--- src/inc/pcc_pkg.sv ---
package pcc_pkg;

  // clock-control states
  typedef enum logic [3:0] {
    PCC_NORMAL    = 4'h0,
    PCC_SG_DRAIN  = 4'h1,
    PCC_SG_CYCLE  = 4'h2,
    PCC_SG_WBE    = 4'h3,
    PCC_STOP_GRNT = 4'h4,
    PCC_SG_EXIT   = 4'h5,
    PCC_INQUIRE   = 4'h6,
    PCC_HALT_CYC  = 4'h7,
    PCC_HALT_WBE  = 4'h8,
    PCC_HALT      = 4'h9,
    PCC_STOP_CLK  = 4'ha,
    PCC_PLL_LOCK  = 4'hb
  } pcc_state_t;

  // latched interrupt-class events, all active high
  typedef struct packed {
    logic init;
    logic flush;
    logic nmi;
    logic smi;
    logic maskable_interrupt_req;
  } pcc_evt_t;

  // snoop answer towards the bus
  typedef struct packed {
    logic hit_n;
    logic hit_mod_n;
    logic writeback_req;
  } pcc_snoop_t;

  localparam int PCC_CLK_PERIOD_PS = 5000;
  localparam int PCC_PLL_LOCK_TIME_NS = 1000000;
  localparam int PCC_PLL_LOCK_CYC = (PCC_PLL_LOCK_TIME_NS * 1000) / PCC_CLK_PERIOD_PS;
  localparam int PCC_CLK_STOP_TIME_NS = 200;
  localparam int PCC_CLK_STOP_CYC = (PCC_CLK_STOP_TIME_NS * 1000) / PCC_CLK_PERIOD_PS;
  localparam int PCC_EXIT_BCLK_MAX = 10;
  localparam int PCC_EXIT_BCLK = 2;
  localparam int PCC_SYNC_W = 14;
  // every pin at its inactive level, so no false edge or request follows reset
  localparam logic [PCC_SYNC_W-1:0] PCC_SYNC_RST = 14'h1e50;
  localparam logic [2:0] PCC_BFR_RST = 3'h0;
  localparam logic [63:0] PCC_TIMER_RST = 64'h0;

endpackage : pcc_pkg

--- src/rtl/pcc_clock_ctrl.sv ---
// Function
// RULE1 - drain pipeline and bus, then issue grant cycle
// RULE2 - enter grant after ready then buffer empty
// RULE3 - snoop from grant; no repeat grant cycle
// RULE4 - cycle timer keeps counting in stop grant
// RULE5 - keep sampling init, interrupts, reset in grant
// RULE6 - no flush operation while in stop grant
// RULE7 - outputs frozen at grant cycle completion value; the code reloads them from the core during inquire
// RULE8 - leave grant on release or reset, fast
// RULE9 - resume at the recognised instruction boundary
// RULE10 - one instruction before re-entering stop grant
// RULE11 - latch edge events in grant, service later
// RULE12 - reset in grant returns normal immediately
// RULE13 - snoop strobe enters inquire from grant/halt
// RULE14 - answer snoop with hit, writeback if modified
// RULE15 - after writeback return to originating state
// RULE16 - bus clock stopped in grant enters stop clock
// RULE17 - system holds bus clock low when stopped
// RULE18 - stop clock reachable only from stop grant; the code also re-enters it from PLL lock if the bus clock stops again
// RULE19 - maskable interrupt ignored during stop clock
// RULE20 - leave stop clock after PLL lock time
// RULE21 - restarted bus clock may differ in frequency
// RULE22 - ratio pins captured only at reset release
// RULE23 - halt instruction enters halt, clock stopped
`timescale 1ns/1ps

module pcc_clock_ctrl #(
  parameter int PLL_LOCK_CYCLES = pcc_pkg::PCC_PLL_LOCK_CYC,
  parameter int OUT_W = 8
) (
  input wire logic core_clk_i, // 200 MHz core clock
  input wire logic rstn_i, // synchronous reset, active low
  input wire logic bus_clk_i, // external bus clock, sampled as a pin
  input wire logic stop_clock_request_n_i, // stop-clock request pin
  input wire logic burst_ready_n_i, // burst-ready pin
  input wire logic external_write_buffer_empty_n_i, // write buffer empty pin
  input wire logic external_snoop_address_strobe_n_i, // snoop address strobe pin
  input wire logic reset_pin_i, // processor reset pin, active high
  input wire logic init_pin_i, // soft-init pin
  input wire logic flush_n_i, // cache flush request pin
  input wire logic nmi_pin_i, // nonmaskable interrupt pin
  input wire logic system_mgmt_interrupt_n_i, // system-management interrupt pin
  input wire logic maskable_interrupt_req_i, // maskable interrupt pin
  input wire logic [2:0] bus_freq_ratio_sel_i, // bus frequency ratio pins
  input wire logic halt_instruction_i, // core executed the halt instruction
  input wire logic instr_retired_i, // core retired one instruction
  input wire logic pipe_idle_i, // pipeline flushed, no bus cycle pending
  input wire logic int_enable_i, // maskable interrupts enabled in core
  input wire logic snoop_hit_i, // cache lookup hit
  input wire logic snoop_hit_mod_i, // cache lookup hit a modified line
  input wire logic writeback_done_i, // snoop writeback finished
  input wire logic flush_done_i, // cache flush finished
  input wire pcc_pkg::pcc_evt_t evt_ack_i, // core took the pending events
  input wire logic [OUT_W-1:0] core_out_i, // outputs the core wants to drive
  output pcc_pkg::pcc_state_t state_o, // current clock-control state
  output logic core_clk_en_o, // internal processor clock enable
  output logic pll_run_o, // PLL running
  output logic pipe_flush_req_o, // ask core to drain for stop grant
  output logic stop_grant_cycle_o, // stop grant special cycle on bus
  output logic halt_cycle_o, // halt special cycle on bus
  output logic resume_o, // pulse: resume at saved boundary
  output logic reset_begin_o, // pulse: start reset process
  output logic cache_flush_o, // run a cache flush operation
  output pcc_pkg::pcc_evt_t evt_pend_o, // events offered to the core
  output pcc_pkg::pcc_snoop_t snoop_o, // snoop answer
  output logic [2:0] bus_freq_ratio_o, // captured bus frequency ratio
  output logic [63:0] cycle_count_timer_o, // cycle counter, stopped only in stop clock
  output logic [OUT_W-1:0] bus_out_o // device outputs, frozen in low power except during inquire
);
  import pcc_pkg::*;

  ////////////////////////////////////////////////////////////////////////
  // pin synchronisers: three flops, value moves when stages two and three agree
  logic [PCC_SYNC_W-1:0] pin_raw;
  logic [PCC_SYNC_W-1:0] s1_r, s2_r, s3_r, pin_r;

  assign pin_raw = {bus_clk_i, stop_clock_request_n_i, burst_ready_n_i,
                    external_write_buffer_empty_n_i, external_snoop_address_strobe_n_i,
                    reset_pin_i, init_pin_i, flush_n_i, nmi_pin_i,
                    system_mgmt_interrupt_n_i, maskable_interrupt_req_i,
                    bus_freq_ratio_sel_i};

  generate
    for (genvar gi = 0; gi < PCC_SYNC_W; gi++) begin : g_sync
      always_ff @(posedge core_clk_i) begin
        if (!rstn_i) begin
          s1_r[gi] <= PCC_SYNC_RST[gi];
          s2_r[gi] <= PCC_SYNC_RST[gi];
          s3_r[gi] <= PCC_SYNC_RST[gi];
          pin_r[gi] <= PCC_SYNC_RST[gi];
        end else begin
          s1_r[gi] <= pin_raw[gi];
          s2_r[gi] <= s1_r[gi];
          s3_r[gi] <= s2_r[gi];
          if (s2_r[gi] == s3_r[gi]) begin
            pin_r[gi] <= s3_r[gi];
          end
        end
      end
    end
  endgenerate

  logic bclk, stop_req, burst_ready_n, external_write_buffer_empty_n, external_snoop_address_strobe_n, rst_pin, init_l, flush_l, nmi_l, smi_l, maskable_interrupt_req_l;
  logic [2:0] bfr_l;
  assign {bclk, stop_req, burst_ready_n, external_write_buffer_empty_n, external_snoop_address_strobe_n, rst_pin, init_l, flush_l, nmi_l,
          smi_l, maskable_interrupt_req_l, bfr_l} = {pin_r[13], ~pin_r[12], ~pin_r[11], ~pin_r[10],
          ~pin_r[9], pin_r[8], pin_r[7], ~pin_r[6], pin_r[5], ~pin_r[4], pin_r[3],
          pin_r[2:0]};

  // previous filtered values for edge detection
  logic bclk_q, rst_q, init_q, flush_q, nmi_q, smi_q;
  always_ff @(posedge core_clk_i) begin
    if (!rstn_i) begin
      {bclk_q, rst_q, init_q, flush_q, nmi_q, smi_q} <= 6'h00;
    end else begin
      {bclk_q, rst_q, init_q, flush_q, nmi_q, smi_q} <=
        {bclk, rst_pin, init_l, flush_l, nmi_l, smi_l};
    end
  end

  logic bclk_rise, rst_rise, rst_fall;
  assign bclk_rise = bclk & ~bclk_q;
  assign rst_rise = rst_pin & ~rst_q;
  assign rst_fall = ~rst_pin & rst_q;

  ////////////////////////////////////////////////////////////////////////
  // bus clock activity: a quiet low line means the system stopped it
  logic [7:0] idle_cnt_r;
  logic bclk_stopped;
  always_ff @(posedge core_clk_i) begin
    if (!rstn_i) begin
      idle_cnt_r <= 8'h00;
    end else if (bclk != bclk_q) begin
      idle_cnt_r <= 8'h00;
    end else if (idle_cnt_r != 8'(PCC_CLK_STOP_CYC)) begin
      idle_cnt_r <= idle_cnt_r + 8'h01;
    end
  end
  // frequency-agnostic: only a missing edge counts, so a new rate is fine (see RULE21)
  assign bclk_stopped = (idle_cnt_r == 8'(PCC_CLK_STOP_CYC)) && !bclk; // see RULE17

  ////////////////////////////////////////////////////////////////////////
  // main state machine
  pcc_state_t state_r, state_nxt;
  pcc_state_t inq_ret_r;
  logic [3:0] exit_cnt_r;
  logic [31:0] lock_cnt_r;
  logic need_instr_r;
  logic halt_wake;
  pcc_evt_t pend_r;

  assign halt_wake = pend_r.init | pend_r.nmi | pend_r.smi | (maskable_interrupt_req_l & int_enable_i);

  always_comb begin
    state_nxt = state_r;
    unique case (state_r)
      PCC_NORMAL: begin
        if (stop_req && !need_instr_r && !rst_pin) begin
          state_nxt = PCC_SG_DRAIN; // see RULE10
        end else if (halt_instruction_i) begin
          state_nxt = PCC_HALT_CYC; // see RULE23
        end
      end
      PCC_SG_DRAIN: if (pipe_idle_i) state_nxt = PCC_SG_CYCLE; // see RULE1
      PCC_SG_CYCLE: if (burst_ready_n) state_nxt = PCC_SG_WBE; // see RULE2
      PCC_SG_WBE: if (external_write_buffer_empty_n) state_nxt = PCC_STOP_GRNT; // see RULE2
      PCC_STOP_GRNT: begin
        if (rst_pin) begin
          state_nxt = PCC_NORMAL; // see RULE12
        end else if (!stop_req) begin
          state_nxt = PCC_SG_EXIT; // see RULE8
        end else if (external_snoop_address_strobe_n) begin
          state_nxt = PCC_INQUIRE; // see RULE13
        end else if (bclk_stopped) begin
          state_nxt = PCC_STOP_CLK; // see RULE16
        end
      end
      PCC_SG_EXIT: begin
        if (rst_pin || exit_cnt_r == 4'(PCC_EXIT_BCLK)) state_nxt = PCC_NORMAL; // see RULE8
      end
      PCC_INQUIRE: begin
        if (!snoop_o.writeback_req || writeback_done_i) state_nxt = inq_ret_r; // see RULE15
      end
      PCC_HALT_CYC: if (burst_ready_n) state_nxt = PCC_HALT_WBE;
      PCC_HALT_WBE: if (external_write_buffer_empty_n) state_nxt = PCC_HALT;
      PCC_HALT: begin
        // stopping the bus clock here is not a path to stop clock (see RULE18)
        if (rst_pin || halt_wake) begin
          state_nxt = PCC_NORMAL;
        end else if (external_snoop_address_strobe_n) begin
          state_nxt = PCC_INQUIRE; // see RULE13
        end else if (flush_l && !flush_q) begin
          state_nxt = PCC_HALT_CYC;
        end
      end
      PCC_STOP_CLK: if (bclk_rise) state_nxt = PCC_PLL_LOCK; // see RULE20
      PCC_PLL_LOCK: begin
        if (bclk_stopped) begin
          state_nxt = PCC_STOP_CLK;
        end else if (lock_cnt_r == 32'(PLL_LOCK_CYCLES - 1)) begin
          state_nxt = PCC_STOP_GRNT; // see RULE20
        end
      end
      default: state_nxt = PCC_NORMAL;
    endcase
  end

  always_ff @(posedge core_clk_i) begin
    if (!rstn_i) begin
      state_r <= PCC_NORMAL;
    end else begin
      state_r <= state_nxt;
    end
  end

  // origin of an inquire, so the walk back needs no second special cycle
  always_ff @(posedge core_clk_i) begin
    if (!rstn_i) begin
      inq_ret_r <= PCC_STOP_GRNT;
    end else if (state_nxt == PCC_INQUIRE && state_r != PCC_INQUIRE) begin
      inq_ret_r <= state_r; // see RULE3
    end
  end

  // exit counted in bus clock periods, well under the allowed ten
  always_ff @(posedge core_clk_i) begin
    if (!rstn_i) begin
      exit_cnt_r <= 4'h0;
    end else if (state_r != PCC_SG_EXIT) begin
      exit_cnt_r <= 4'h0;
    end else if (bclk_rise && exit_cnt_r < 4'(PCC_EXIT_BCLK_MAX - 1)) begin
      exit_cnt_r <= exit_cnt_r + 4'h1; // see RULE8
    end
  end

  always_ff @(posedge core_clk_i) begin
    if (!rstn_i) begin
      lock_cnt_r <= 32'h0;
    end else if (state_r != PCC_PLL_LOCK) begin
      lock_cnt_r <= 32'h0;
    end else begin
      lock_cnt_r <= lock_cnt_r + 32'h1; // see RULE20
    end
  end

  // a release seen in grant forces one retired instruction before re-entry
  always_ff @(posedge core_clk_i) begin
    if (!rstn_i) begin
      need_instr_r <= 1'b0;
    end else if (state_r == PCC_SG_EXIT && state_nxt == PCC_NORMAL) begin
      need_instr_r <= 1'b1; // see RULE10
    end else if (instr_retired_i) begin
      need_instr_r <= 1'b0;
    end
  end

  ////////////////////////////////////////////////////////////////////////
  // event latches, edge-sensitive except the maskable request; set beats a same-cycle acknowledge
  pcc_evt_t evt_set;
  logic low_power;
  assign low_power = (state_r == PCC_STOP_GRNT) || (state_r == PCC_SG_EXIT) ||
                     (state_r == PCC_INQUIRE) || (state_r == PCC_HALT) ||
                     (state_r == PCC_STOP_CLK) || (state_r == PCC_PLL_LOCK);

  always_comb begin
    evt_set.init = init_l & ~init_q; // see RULE5
    evt_set.nmi = nmi_l & ~nmi_q;
    evt_set.smi = smi_l & ~smi_q;
    evt_set.flush = flush_l & ~flush_q & (state_r != PCC_HALT); // see RULE11
    // level request, not looked at until the clock is back (see RULE19)
    evt_set.maskable_interrupt_req = maskable_interrupt_req_l & (state_r != PCC_STOP_CLK) & (state_r != PCC_PLL_LOCK);
  end

  always_ff @(posedge core_clk_i) begin
    if (!rstn_i) begin
      pend_r <= '0;
    end else begin
      pend_r <= evt_set | (pend_r & ~evt_ack_i); // see RULE11
    end
  end

  // events are handed over only once normal execution is back
  always_ff @(posedge core_clk_i) begin
    if (!rstn_i) begin
      evt_pend_o <= '0;
    end else if (state_nxt == PCC_NORMAL) begin
      evt_pend_o <= evt_set | (pend_r & ~evt_ack_i); // see RULE11
    end else begin
      evt_pend_o <= '0;
    end
  end

  // flush output raised only from halt, never in normal or stop grant
  always_ff @(posedge core_clk_i) begin
    if (!rstn_i) begin
      cache_flush_o <= 1'b0;
    end else if (state_r == PCC_HALT && flush_l && !flush_q) begin
      cache_flush_o <= 1'b1; // see RULE6
    end else if (flush_done_i) begin
      cache_flush_o <= 1'b0;
    end
  end

  ////////////////////////////////////////////////////////////////////////
  // snoop answer, same as in normal operation
  always_ff @(posedge core_clk_i) begin
    if (!rstn_i) begin
      snoop_o <= '{hit_n: 1'b1, hit_mod_n: 1'b1, writeback_req: 1'b0};
    end else if (state_nxt == PCC_INQUIRE && state_r != PCC_INQUIRE) begin
      snoop_o.hit_n <= ~snoop_hit_i; // see RULE14
      snoop_o.hit_mod_n <= ~snoop_hit_mod_i;
      snoop_o.writeback_req <= snoop_hit_mod_i;
    end else if (state_r == PCC_INQUIRE && writeback_done_i) begin
      snoop_o.writeback_req <= 1'b0; // see RULE14
    end
  end

  ////////////////////////////////////////////////////////////////////////
  // status, clocks and frozen outputs
  always_ff @(posedge core_clk_i) begin
    if (!rstn_i) begin
      state_o <= PCC_NORMAL;
      core_clk_en_o <= 1'b1;
      pll_run_o <= 1'b1;
      pipe_flush_req_o <= 1'b0;
      stop_grant_cycle_o <= 1'b0;
      halt_cycle_o <= 1'b0;
      resume_o <= 1'b0;
      reset_begin_o <= 1'b0;
    end else begin
      state_o <= state_nxt;
      core_clk_en_o <= !(state_nxt inside {PCC_STOP_GRNT, PCC_HALT, PCC_INQUIRE,
                         PCC_STOP_CLK, PCC_PLL_LOCK}); // see RULE23
      pll_run_o <= (state_nxt != PCC_STOP_CLK); // see RULE16
      pipe_flush_req_o <= (state_nxt == PCC_SG_DRAIN); // see RULE1
      stop_grant_cycle_o <= (state_nxt == PCC_SG_CYCLE); // see RULE1
      halt_cycle_o <= (state_nxt == PCC_HALT_CYC);
      resume_o <= (state_r == PCC_SG_EXIT) && (state_nxt == PCC_NORMAL) && !rst_pin; // see RULE9
      reset_begin_o <= rst_rise || (rst_pin && low_power && state_nxt == PCC_NORMAL); // see RULE12
    end
  end

  // bus outputs keep the value from before low power, but follow the core during inquire
  always_ff @(posedge core_clk_i) begin
    if (!rstn_i) begin
      bus_out_o <= '0;
    end else if (!low_power || state_r == PCC_INQUIRE) begin
      bus_out_o <= core_out_i; // see RULE7
    end
  end

  // ratio pins matter only at the release of reset
  always_ff @(posedge core_clk_i) begin
    if (!rstn_i) begin
      bus_freq_ratio_o <= PCC_BFR_RST;
    end else if (rst_fall) begin
      bus_freq_ratio_o <= bfr_l; // see RULE22
    end
  end

  // counter runs from the PLL, so it halts only in stop clock
  always_ff @(posedge core_clk_i) begin
    if (!rstn_i) begin
      cycle_count_timer_o <= PCC_TIMER_RST;
    end else if (state_r != PCC_STOP_CLK) begin
      cycle_count_timer_o <= cycle_count_timer_o + 64'h1; // see RULE4
    end
  end

endmodule : pcc_clock_ctrl

--- config.mk ---
export PLATFORM = sky130hd
export DESIGN_NAME = pcc_clock_ctrl
export DESIGN_NICKNAME = d
export VERILOG_FILES = /design/src/inc/pcc_pkg.sv /design/src/rtl/pcc_clock_ctrl.sv
export SDC_FILE = /design/constraint.sdc
export NUM_CORES = 1
export LEC_CHECK = 0
export ABC_CLOCK_PERIOD_IN_PS = 3600
export BUFFER_PORTS_ARGS = -buffer_cell sky130_fd_sc_hd__buf_4
export CAP_MARGIN = 15
export CORE_MARGIN = 4
export CORE_UTILIZATION = 44
export CTS_CLUSTER_DIAMETER = 150
export DETAILED_ROUTE_END_ITERATION = 6
export PLACE_DENSITY = 0.72
export SYNTH_ARGS = -nofsm -noshare
export SYNTH_HDL_FRONTEND = slang
export SYNTH_SLANG_ARGS = --single-unit
--- constraint.sdc ---
create_clock -name core_clk_i -period 3.6 [get_ports core_clk_i]
set_input_delay 0.18 -clock core_clk_i [delete_from_list [all_inputs] [get_ports core_clk_i]]
set_output_delay 0.18 -clock core_clk_i [all_outputs]
set_load 0.05 [all_outputs]
==> results of run 1 <==
## final cells by class
| cell class | count | share of cell area, % |
|---|---|---|
| flip-flops and latches | 211 | 38.7 |
| multi-input cells | 652 | 37.7 |
| repair buffers | 169 | 12.3 |
| clock buffers | 30 | 5.97 |
| well taps | 260 | 2.98 |
| clock inverters | 11 | 1.27 |
| inverters | 32 | 1.10 |
## final timing paths
path	from	cells after the start	slack, ps	to
max	state_o[3]	8	490	snoop_o[0]
min	rstn_i	2	10	s3_r[10]
min reg2reg	s1_r[12]	1	410	s2_r[12]
max reg2reg	state_o[3]	8	490	snoop_o[0]
## cell families (layout without fill, tap and decap cells)
kind of cell               count (synthesis)  in the layout  synth area share [%]
and+or+nand+nor                          447            447                  28.8
DFF                                      211            211                  49.2
muxes                                     16             16                  1.90
adders and majority gates                  8              8                  1.17
buffers and inverters                     62            242                  2.84
xor gates and xnor gates                  93             93                  9.50
AOI/OAI and AO/OA                         88             88                  6.55
## stage by stage
step                cell area [um2]  setup slack, ps  std cells  total power, uW  hold WS, ps
global route                  10900              216       1365             6100         18.5
detailed placement             9820              603       1293             3460          373
CTS                           10900              506       1365             5920         7.56
global placement               9820              684       1293             3460          369
finish                        10900              492       1365             5860         14.7
floorplan                      8580              614        925             3160          281
## registers in the layout, summed over array words and instances (netlist names), 4 cells and up
name	count
cycle_count_timer_o	64
lock_cnt_r	32
s1_r	14
s2_r	14
s3_r	14
bus_out_o	8
idle_cnt_r	8
pin_r	6
evt_pend_o	5
pend_r	5
exit_cnt_r	4
inq_ret_r	4
state_o	4
## critical path: stages, from the launching register on
cell           delay [ps]
dfxtp_1               550
nand2b_1              310
nor3_1                130
a221o_1               370
a211oi_1              330
nor3b_1               230
nand3_1               320
mux2i_1               200
dlygate4sd3_1         560
## power breakdown
group,internal [uW],leakage [uW],switching (uW),total (uW)
Clock,1490,0.000389,917,2410
Combinational,344,0.00229,643,987
Sequential,2420,0.00171,41.6,2460
## placed cells by master (no fill, tap or decap), drive strengths merged, types with 27 or more instances in the layout
master,netlist,final
nor2b,30,30
dlygate4sd3,0,31
and2,86,86
nor2,84,84
inv,32,33
o21ai,31,31
nand3,44,44
clkbuf,28,30
nand2b,29,29
xnor2,53,53
dfxtp,211,211
nand2,61,61
and3,27,27
xor2,40,40
buf,2,138
## metal layers
| layer | vias up | wire length, um | GRT usage (%) |
|---|---|---|---|
| met2 | 157 | 8760 | 28.3 |
| met5 | - | 0 | 0 |
| met1 | 3093 | 8480 | 22.9 |
| met4 | 0 | 306 | 3.49 |
| li1 | 3451 | - | - |
| met3 | 28 | 1420 | 5.30 |
==> results.sh, run 1 <==
export IMPL_wl_um=19000
export IMPL_worstMarginPinSlew_ps=1030
export IMPL_synth_nets=970
export IMPL_core_region_area_um2=19000
export IMPL_synth_top_cell_area_share_pct=49.2
export IMPL_ys_ff_latch=211
export IMPL_final_util_pct=57.6
export IMPL_synth_most_common_cell="dfxtp_1"
export IMPL_multi_input_area_um2=4110
export IMPL_grt_ovfl_total=0
export IMPL_ys_top_cells_by_count="dfxtp_1 (211), and2_1 (85), nor2_1 (84), nand2_1 (61), xnor2_1 (53)"
export IMPL_clk_pin_slew_ps=60
export IMPL_crit_path_max_fanout=13
export IMPL_grt_pass1_vias=6525
export IMPL_syn_area_um2=8580
export IMPL_drive_above_1_share_pct=17.1
export IMPL_area_growth_pct=27.3
export IMPL_hold_path_class="in2reg"
export IMPL_grt_max_degree=72
export IMPL_drtIter0Drc=403
export IMPL_power_density_nw_per_um2=536
export IMPL_row_count=50
export IMPL_dieArea_um2=21800
export IMPL_diodes=0
export IMPL_drv_cap=0
export IMPL_drt_vias_per_instance=4.93
export IMPL_cp_arrival_ps=3490
export IMPL_outcome="completed"
export IMPL_tritoncts="built"
export IMPL_rsz0062_at_grt="false"
export IMPL_ios=132
export IMPL_vias=6729
export IMPL_leakagePower_uw=0.00439
export IMPL_postRouteAntennaNets=0
export IMPL_place_gp_congestion=0.887
export IMPL_die_h_um=148
export IMPL_start_util_pct=45.3
export IMPL_ctsRootBufferMaster="clkbuf_16"
export IMPL_cts_resized=0
export IMPL_cts_buffers=23
export IMPL_grt_use_total_pct=17.3
export IMPL_crit_path_end_kind="flip-flop"
export IMPL_antenna_found_initial=0
export IMPL_final_hold_violation_count=0
export IMPL_crit_required_ps=3990
export IMPL_max_freq_mhz=322
export IMPL_dr_pass1_iters=5
export IMPL_yosys_top_cells_area="dfxtp_1 (49%), and2_1 (6.2%), xnor2_1 (5.4%)"
export IMPL_drc=0
export IMPL_setup_violations=0
export IMPL_cts_max_path_buffers=3
export IMPL_wl_per_cell_um=13.9
export IMPL_port_buffers=131
export IMPL_syn_inst=925
export IMPL_finalCritPeriodShare_pct=86.3
export IMPL_synth_avg_cell_area_um2=9.27
export IMPL_crit_path_start_kind="flip-flop"
export IMPL_hpwl_um=13100
export IMPL_fillCellCount=1623
export IMPL_worstSetupPathType="reg2reg"
export IMPL_slew_limit_headroom_pct=30.9
export IMPL_seq_area_um2=4220
export IMPL_htree_levels=1
export IMPL_finalSetupTns_ps=0
export IMPL_ctsHoldBuffers=31
export IMPL_ys_async_sr_fraction_pct=0
export IMPL_ir_drop_uv=434
export IMPL_post_cts_repair_setup_buffers=0
export IMPL_yosys_cell_types_count=58
export IMPL_ys_seq_area_share_pct=49.2
export IMPL_synth_edf_count=0
export IMPL_period_needed_ps=3110
export IMPL_clock_skew_final_ps=10.2
export IMPL_synth_flop_cell="dfxtp_1"
export IMPL_yosysWarnings=0
export IMPL_slew_violations=0
export IMPL_worst_skew_pair_late_latency_ps=500
export IMPL_die_w_um=148
export IMPL_cts_sinks=211
export IMPL_synth_top_area_cell="dfxtp_1"
export IMPL_grt_pass1_wl_um=32100
export IMPL_nets=1134
No activity file was read; power rests on OpenSTA's default activity.
==> run 2, diff against run 1 <==
- ABC_CLOCK_PERIOD_IN_PS: 3600 -> 4050
- clock period: 3.6 -> 4.05 ns (I/O delays scaled with it)
==> results.sh, run 2 (synthesis results as in run 1) <==
export IMPL_outcome="completed"
export IMPL_leakagePower_uw=0.00433
export IMPL_crit_required_ps=4480
export IMPL_ios=132
export IMPL_path_cells="nand4bb_1 > nand4_4 > or4_4 > nor3_2 > nand4_1 > or3_1 > a21boi_0"
export IMPL_slew_limit_headroom_pct=31.2
export IMPL_grt_pass1_vias=6464
export IMPL_nets=1127
export IMPL_final_hold_violation_count=0
export IMPL_ir_drop_uv=378
export IMPL_reg_top3="cycle_count_timer_o: 64 flops, lock_cnt_r: 32 flops"
export IMPL_regMostFlops="cycle_count_timer_o"
export IMPL_slew_violations=0
export IMPL_dieArea_um2=21800
export IMPL_cts_max_path_buffers=3
export IMPL_drc=0
export IMPL_drv_cap=0
export IMPL_die_w_um=148
export IMPL_place_gp_congestion=0.869
export IMPL_clk_pin_slew_ps=60
export IMPL_start_util_pct=45.3
export IMPL_drt_vias_per_instance=4.90
export IMPL_core_region_area_um2=19000
export IMPL_finalCritPeriodShare_pct=80.0
export IMPL_worstMarginPinSlew_ps=1030
export IMPL_final_util_pct=57.0
export IMPL_antenna_found_initial=0
export IMPL_grt_ovfl_total=0
export IMPL_crit_path_end_kind="flip-flop"
export IMPL_dr_pass1_iters=4
export IMPL_diodes=0
export IMPL_cts_buffers=23
export IMPL_cts_sinks=211
export IMPL_grt_max_degree=92
export IMPL_grt_pass1_wl_um=31400
export IMPL_final_area_um2=10800
export IMPL_vias=6650
export IMPL_finalSetupTns_ps=0
export IMPL_final_common_cell="dfxtp_1"
export IMPL_grt_use_total_pct=16.9
export IMPL_crit_path_start_kind="flip-flop"
export IMPL_place_area_um2=9790
export IMPL_crit_slowest_cell="dfxtp_1"
export IMPL_setup_slack_ps=810
export IMPL_worst_skew_pair_late_latency_ps=510
export IMPL_drtIter0Drc=309
export IMPL_drive_above_1_share_pct=16.9
export IMPL_postRouteAntennaNets=0
export IMPL_tritoncts="built"
export IMPL_fillCellCount=1708
export IMPL_die_h_um=148
export IMPL_area_growth_pct=25.9
export IMPL_hpwl_um=13000
export IMPL_post_cts_repair_setup_buffers=0
export IMPL_ctsRootBufferMaster="clkbuf_16"
export IMPL_cp_arrival_ps=3670
export IMPL_post_place_ws_ps=815
export IMPL_whs_ps=19.4
export IMPL_largest_register_ffs=64
export IMPL_critPathMaxStageDelay_ps=630
export IMPL_wl_per_cell_um=13.9
export IMPL_port_buffers=131
export IMPL_r2r_slack_ps=810
export IMPL_htree_levels=1
export IMPL_rsz0062_at_grt="false"
export IMPL_final_cell_mix="dfxtp_1 (211), buf_4 (134), and2_1 (85)"
export IMPL_multi_input_area_um2=4110
export IMPL_seq_area_um2=4220
export IMPL_period_needed_ps=3240
export IMPL_wl_um=18800
export IMPL_worstSetupPathType="reg2reg"
export IMPL_max_freq_mhz=309
export IMPL_power_density_nw_per_um2=468
export IMPL_setup_violations=0
export IMPL_hold_path_class="in2reg"
export IMPL_row_count=50
export IMPL_crit_path_max_fanout=18
export IMPL_clock_skew_final_ps=15.0
-- run 2: changes by cell type in the layout (fill, tap and decap cells not counted) --
cell,change
clkbuf_8,-1
dlygate4sd3_1,-3
clkbuf_1,-1
clkinv_2,+1
clkinvlp_4,+2
bufinv_16,-2
buf_4,-4
-- run 2: critical path, delay by kind of cell, from the launching register on --
kind               cells  cell delay [ps]
AOI/OAI and AO/OA      1              170
DFF                    1              630
and+or+nand+nor        6             2380
-- run 2: final timing paths --
path / start / end / cells past startpoint
hold reg to reg: s1_r[9] / s2_r[9] / 1
setup reg to reg: state_o[0] / cycle_count_timer_o[58] / 7
setup / recovery: state_o[0] / cycle_count_timer_o[58] / 7
hold / removal: evt_ack_i[4] / pend_r[4] / 4
-- run 2: report_power, final --
| part | internal, uW | switching, uW |
|---|---|---|
| sequential | 2150 | 86.1 |
| combinational | 287 | 521 |
| clock | 1180 | 834 |
| total | 3620 | 1440 |
-- run 2: cell type report --
cell class                      count  share of cell area (%)
Sequential cell                   211                    39.1
Multi-Input combinational cell    652                    38.1
Timing Repair Buffer              162                    11.9
Clock buffer                       28                    5.87
Tap cell                          260                    3.01
Inverter                           32                    1.11
Clock inverter                     12                   0.915
-- run 2: metrics by stage --
stage	total power, uW	cells
after floorplan	2810	925
after global placement	3050	1289
after detailed placement	3060	1289
after CTS	5100	1357
after global routing	5260	1357
final	5060	1357
-- run 2: timing repair --
action | 4_1_cts | 5_1_grt
endpoints found under the hold margin | 29 | 0
gates resized for setup | 0 | 0
hold buffers | 28 | 0
endpoints found under the setup margin | 0 | 0
-- run 2: per-layer routing --
layer / GRT usage [%] / up-vias / routed length (um)
met3: 5.00 / 27 / 1360
met5: 0 / - / 0
met2: 27.1 / 141 / 8650
met1: 22.5 / 3063 / 8480
li1: - / 3419 / -
met4: 4.47 / 0 / 319
==> run 3, diff against run 2 <==
- ABC_CLOCK_PERIOD_IN_PS: 4050 -> 3300
- clock period: 4.05 -> 3.3 ns (I/O delays scaled with it)
==> results.sh, run 3 (synthesis results as in run 1) <==
export IMPL_rsz0062_at_grt="false"
export IMPL_reg2reg_from="state_o[1]"
export IMPL_cts_buffers=22
export IMPL_p_comb_share_pct=16.7
export IMPL_cts_sinks=211
export IMPL_worst_skew_pair_late_latency_ps=520
export IMPL_ctsRootBufferMaster="clkbuf_16"
export IMPL_grt_use_total_pct=17.5
export IMPL_outcome="completed"
export IMPL_final_util_pct=58.0
export IMPL_slew_limit_headroom_pct=30.0
export IMPL_min_path_cells=4
export IMPL_grt_pass1_wl_um=32500
export IMPL_ir_drop_uv=490
export IMPL_slew_violations=0
export IMPL_area_growth_pct=28.1
export IMPL_period_needed_ps=3050
export IMPL_crit_required_ps=3680
export IMPL_nets=1140
export IMPL_switchingPower_uw=1790
export IMPL_dr_pass1_iters=4
export IMPL_drt_vias_per_instance=4.92
export IMPL_postRouteAntennaNets=0
export IMPL_internal_power_uw=4640
export IMPL_r2r_slack_ps=250
export IMPL_power_switching_share_pct=27.9
export IMPL_grt_ovfl_total=0
export IMPL_use_met3_pct=4.84
export IMPL_drtIter0Drc=247
export IMPL_port_buffers=131
export IMPL_ios=132
export IMPL_reg_top3="cycle_count_timer_o: 64 flops, lock_cnt_r: 32 flops"
export IMPL_worstMarginPinSlew_ps=1040
export IMPL_endpoint="snoop_o[0]"
export IMPL_finalPower_uw=6430
export IMPL_row_count=50
export IMPL_dieArea_um2=21800
export IMPL_clock_skew_final_ps=25.8
export IMPL_worstSetupPathType="reg2reg"
export IMPL_grtUsageMet1_pct=22.6
export IMPL_max_freq_mhz=327
export IMPL_reg2reg_depth=9
export IMPL_clk_pin_slew_ps=60
export IMPL_crit_path_end_kind="flip-flop"
export IMPL_cts_max_path_buffers=3
export IMPL_final_cell_mix="dfxtp_1 (210), buf_4 (144), and2_1 (85)"
export IMPL_leakagePower_uw=0.00441
export IMPL_final_area_um2=11000
export IMPL_startpoint="state_o[1]"
export IMPL_die_w_um=148
export IMPL_final_hold_violation_count=0
export IMPL_start_util_pct=45.3
export IMPL_core_region_area_um2=19000
export IMPL_crit_path_max_fanout=17
export IMPL_grtUsageMet2_pct=29.2
export IMPL_finalCritPeriodShare_pct=92.6
export IMPL_hpwl_um=13300
export IMPL_drv_cap=0
export IMPL_antenna_found_initial=0
export IMPL_clkPwrFrac_pct=41.5
export IMPL_grt_pass1_vias=6664
export IMPL_die_h_um=148
export IMPL_final_common_cell="dfxtp_1"
export IMPL_hold_path_class="in2reg"
export IMPL_finalSetupTns_ps=0
export IMPL_largest_register_ffs=64
export IMPL_htree_levels=1
export IMPL_crit_path_start_kind="flip-flop"
export IMPL_regMostFlops="cycle_count_timer_o"
export IMPL_whs_ps=34.2
export IMPL_power_density_nw_per_um2=585
export IMPL_wl_um=19200
export IMPL_grt_max_degree=71
export IMPL_place_area_um2=9850
export IMPL_setup_violations=0
export IMPL_p_seq_share_pct=41.8
export IMPL_diodes=0
export IMPL_tritoncts="built"
export IMPL_grt_busiest_layer="met2"
export IMPL_r2r_end="snoop_o[0]"
export IMPL_cp_arrival_ps=3440
export IMPL_drc=0
export IMPL_drive_above_1_share_pct=17.7
export IMPL_place_gp_congestion=0.925
export IMPL_vias=6740
export IMPL_wl_per_cell_um=14.0
[run 3: changes by cell type in the layout (fill, tap and decap cells not counted), moves of 3 or more]
cell and change:
buf_4 +10, dlygate4sd3_1 +4, clkinv_2 -4, bufinv_16 +3
[run 3: power groups by stage]
stage | Sequential (uW) | Combinational (uW) | Clock (uW)
floorplan | 2990 | 464 | 0
global placement | 2740 | 1030 | 0
detailed placement | 2740 | 1030 | 0
CTS | 2690 | 1070 | 2730
global route | 2700 | 1170 | 2830
finish | 2690 | 1080 | 2670
[run 3: layer usage]
layer	vias to the layer above	share of wire [%]
li1	3455	-
met1	3122	45
met2	133	46
met3	30	6.6
met4	0	1.8
met5	-	0
[run 3: layout make-up]
cell class | count | area [um2]
Fill cell | 1662 | 7970
Sequential cell | 211 | 4230
Multi-Input combinational cell | 652 | 4120
Timing Repair Buffer | 176 | 1400
Clock buffer | 27 | 599
Tap cell | 260 | 325
Clock inverter | 13 | 194
Inverter | 32 | 120
[run 3: repair_timing]
action / CTS / global route
hold buffers: 32 / 0
setup endpoints to repair: 0 / 3
buffers inserted: 0 / 2
endpoints found under the hold margin: 35 / 0
gates resized for setup: 0 / 3
[run 3: worst max-delay path: stages, from the launching register on]
cell           delay [ps]
dfxtp_1               310
buf_4                 190
or4bb_1               550
a211oi_1              380
nor2_1                 90
nand3_1               170
and2_1                190
nand3_1               290
mux2i_1               200
dlygate4sd3_1         560
[run 3: worst min path at each step]
stage | startpoint | end | slack [ps]
finish | evt_ack_i[0] | pend_r[0] | 30
floorplan | external_write_buffer_empty_n_i | s1_r[10] | 270
detailed placement | stop_clock_request_n_i | s1_r[12] | 350
global route | evt_ack_i[0] | pend_r[0] | 50
global placement | stop_clock_request_n_i | s1_r[12] | 350
CTS | evt_ack_i[0] | pend_r[0] | 8
[run 3: stage by stage]
| stage | std cells | worst slack [ps] |
|---|---|---|
| finish | 1371 | 245 |
| floorplan | 925 | 314 |
| global placement | 1297 | 493 |
| detailed placement | 1297 | 390 |
| global route | 1371 | 19.6 |
| CTS | 1369 | 135 |
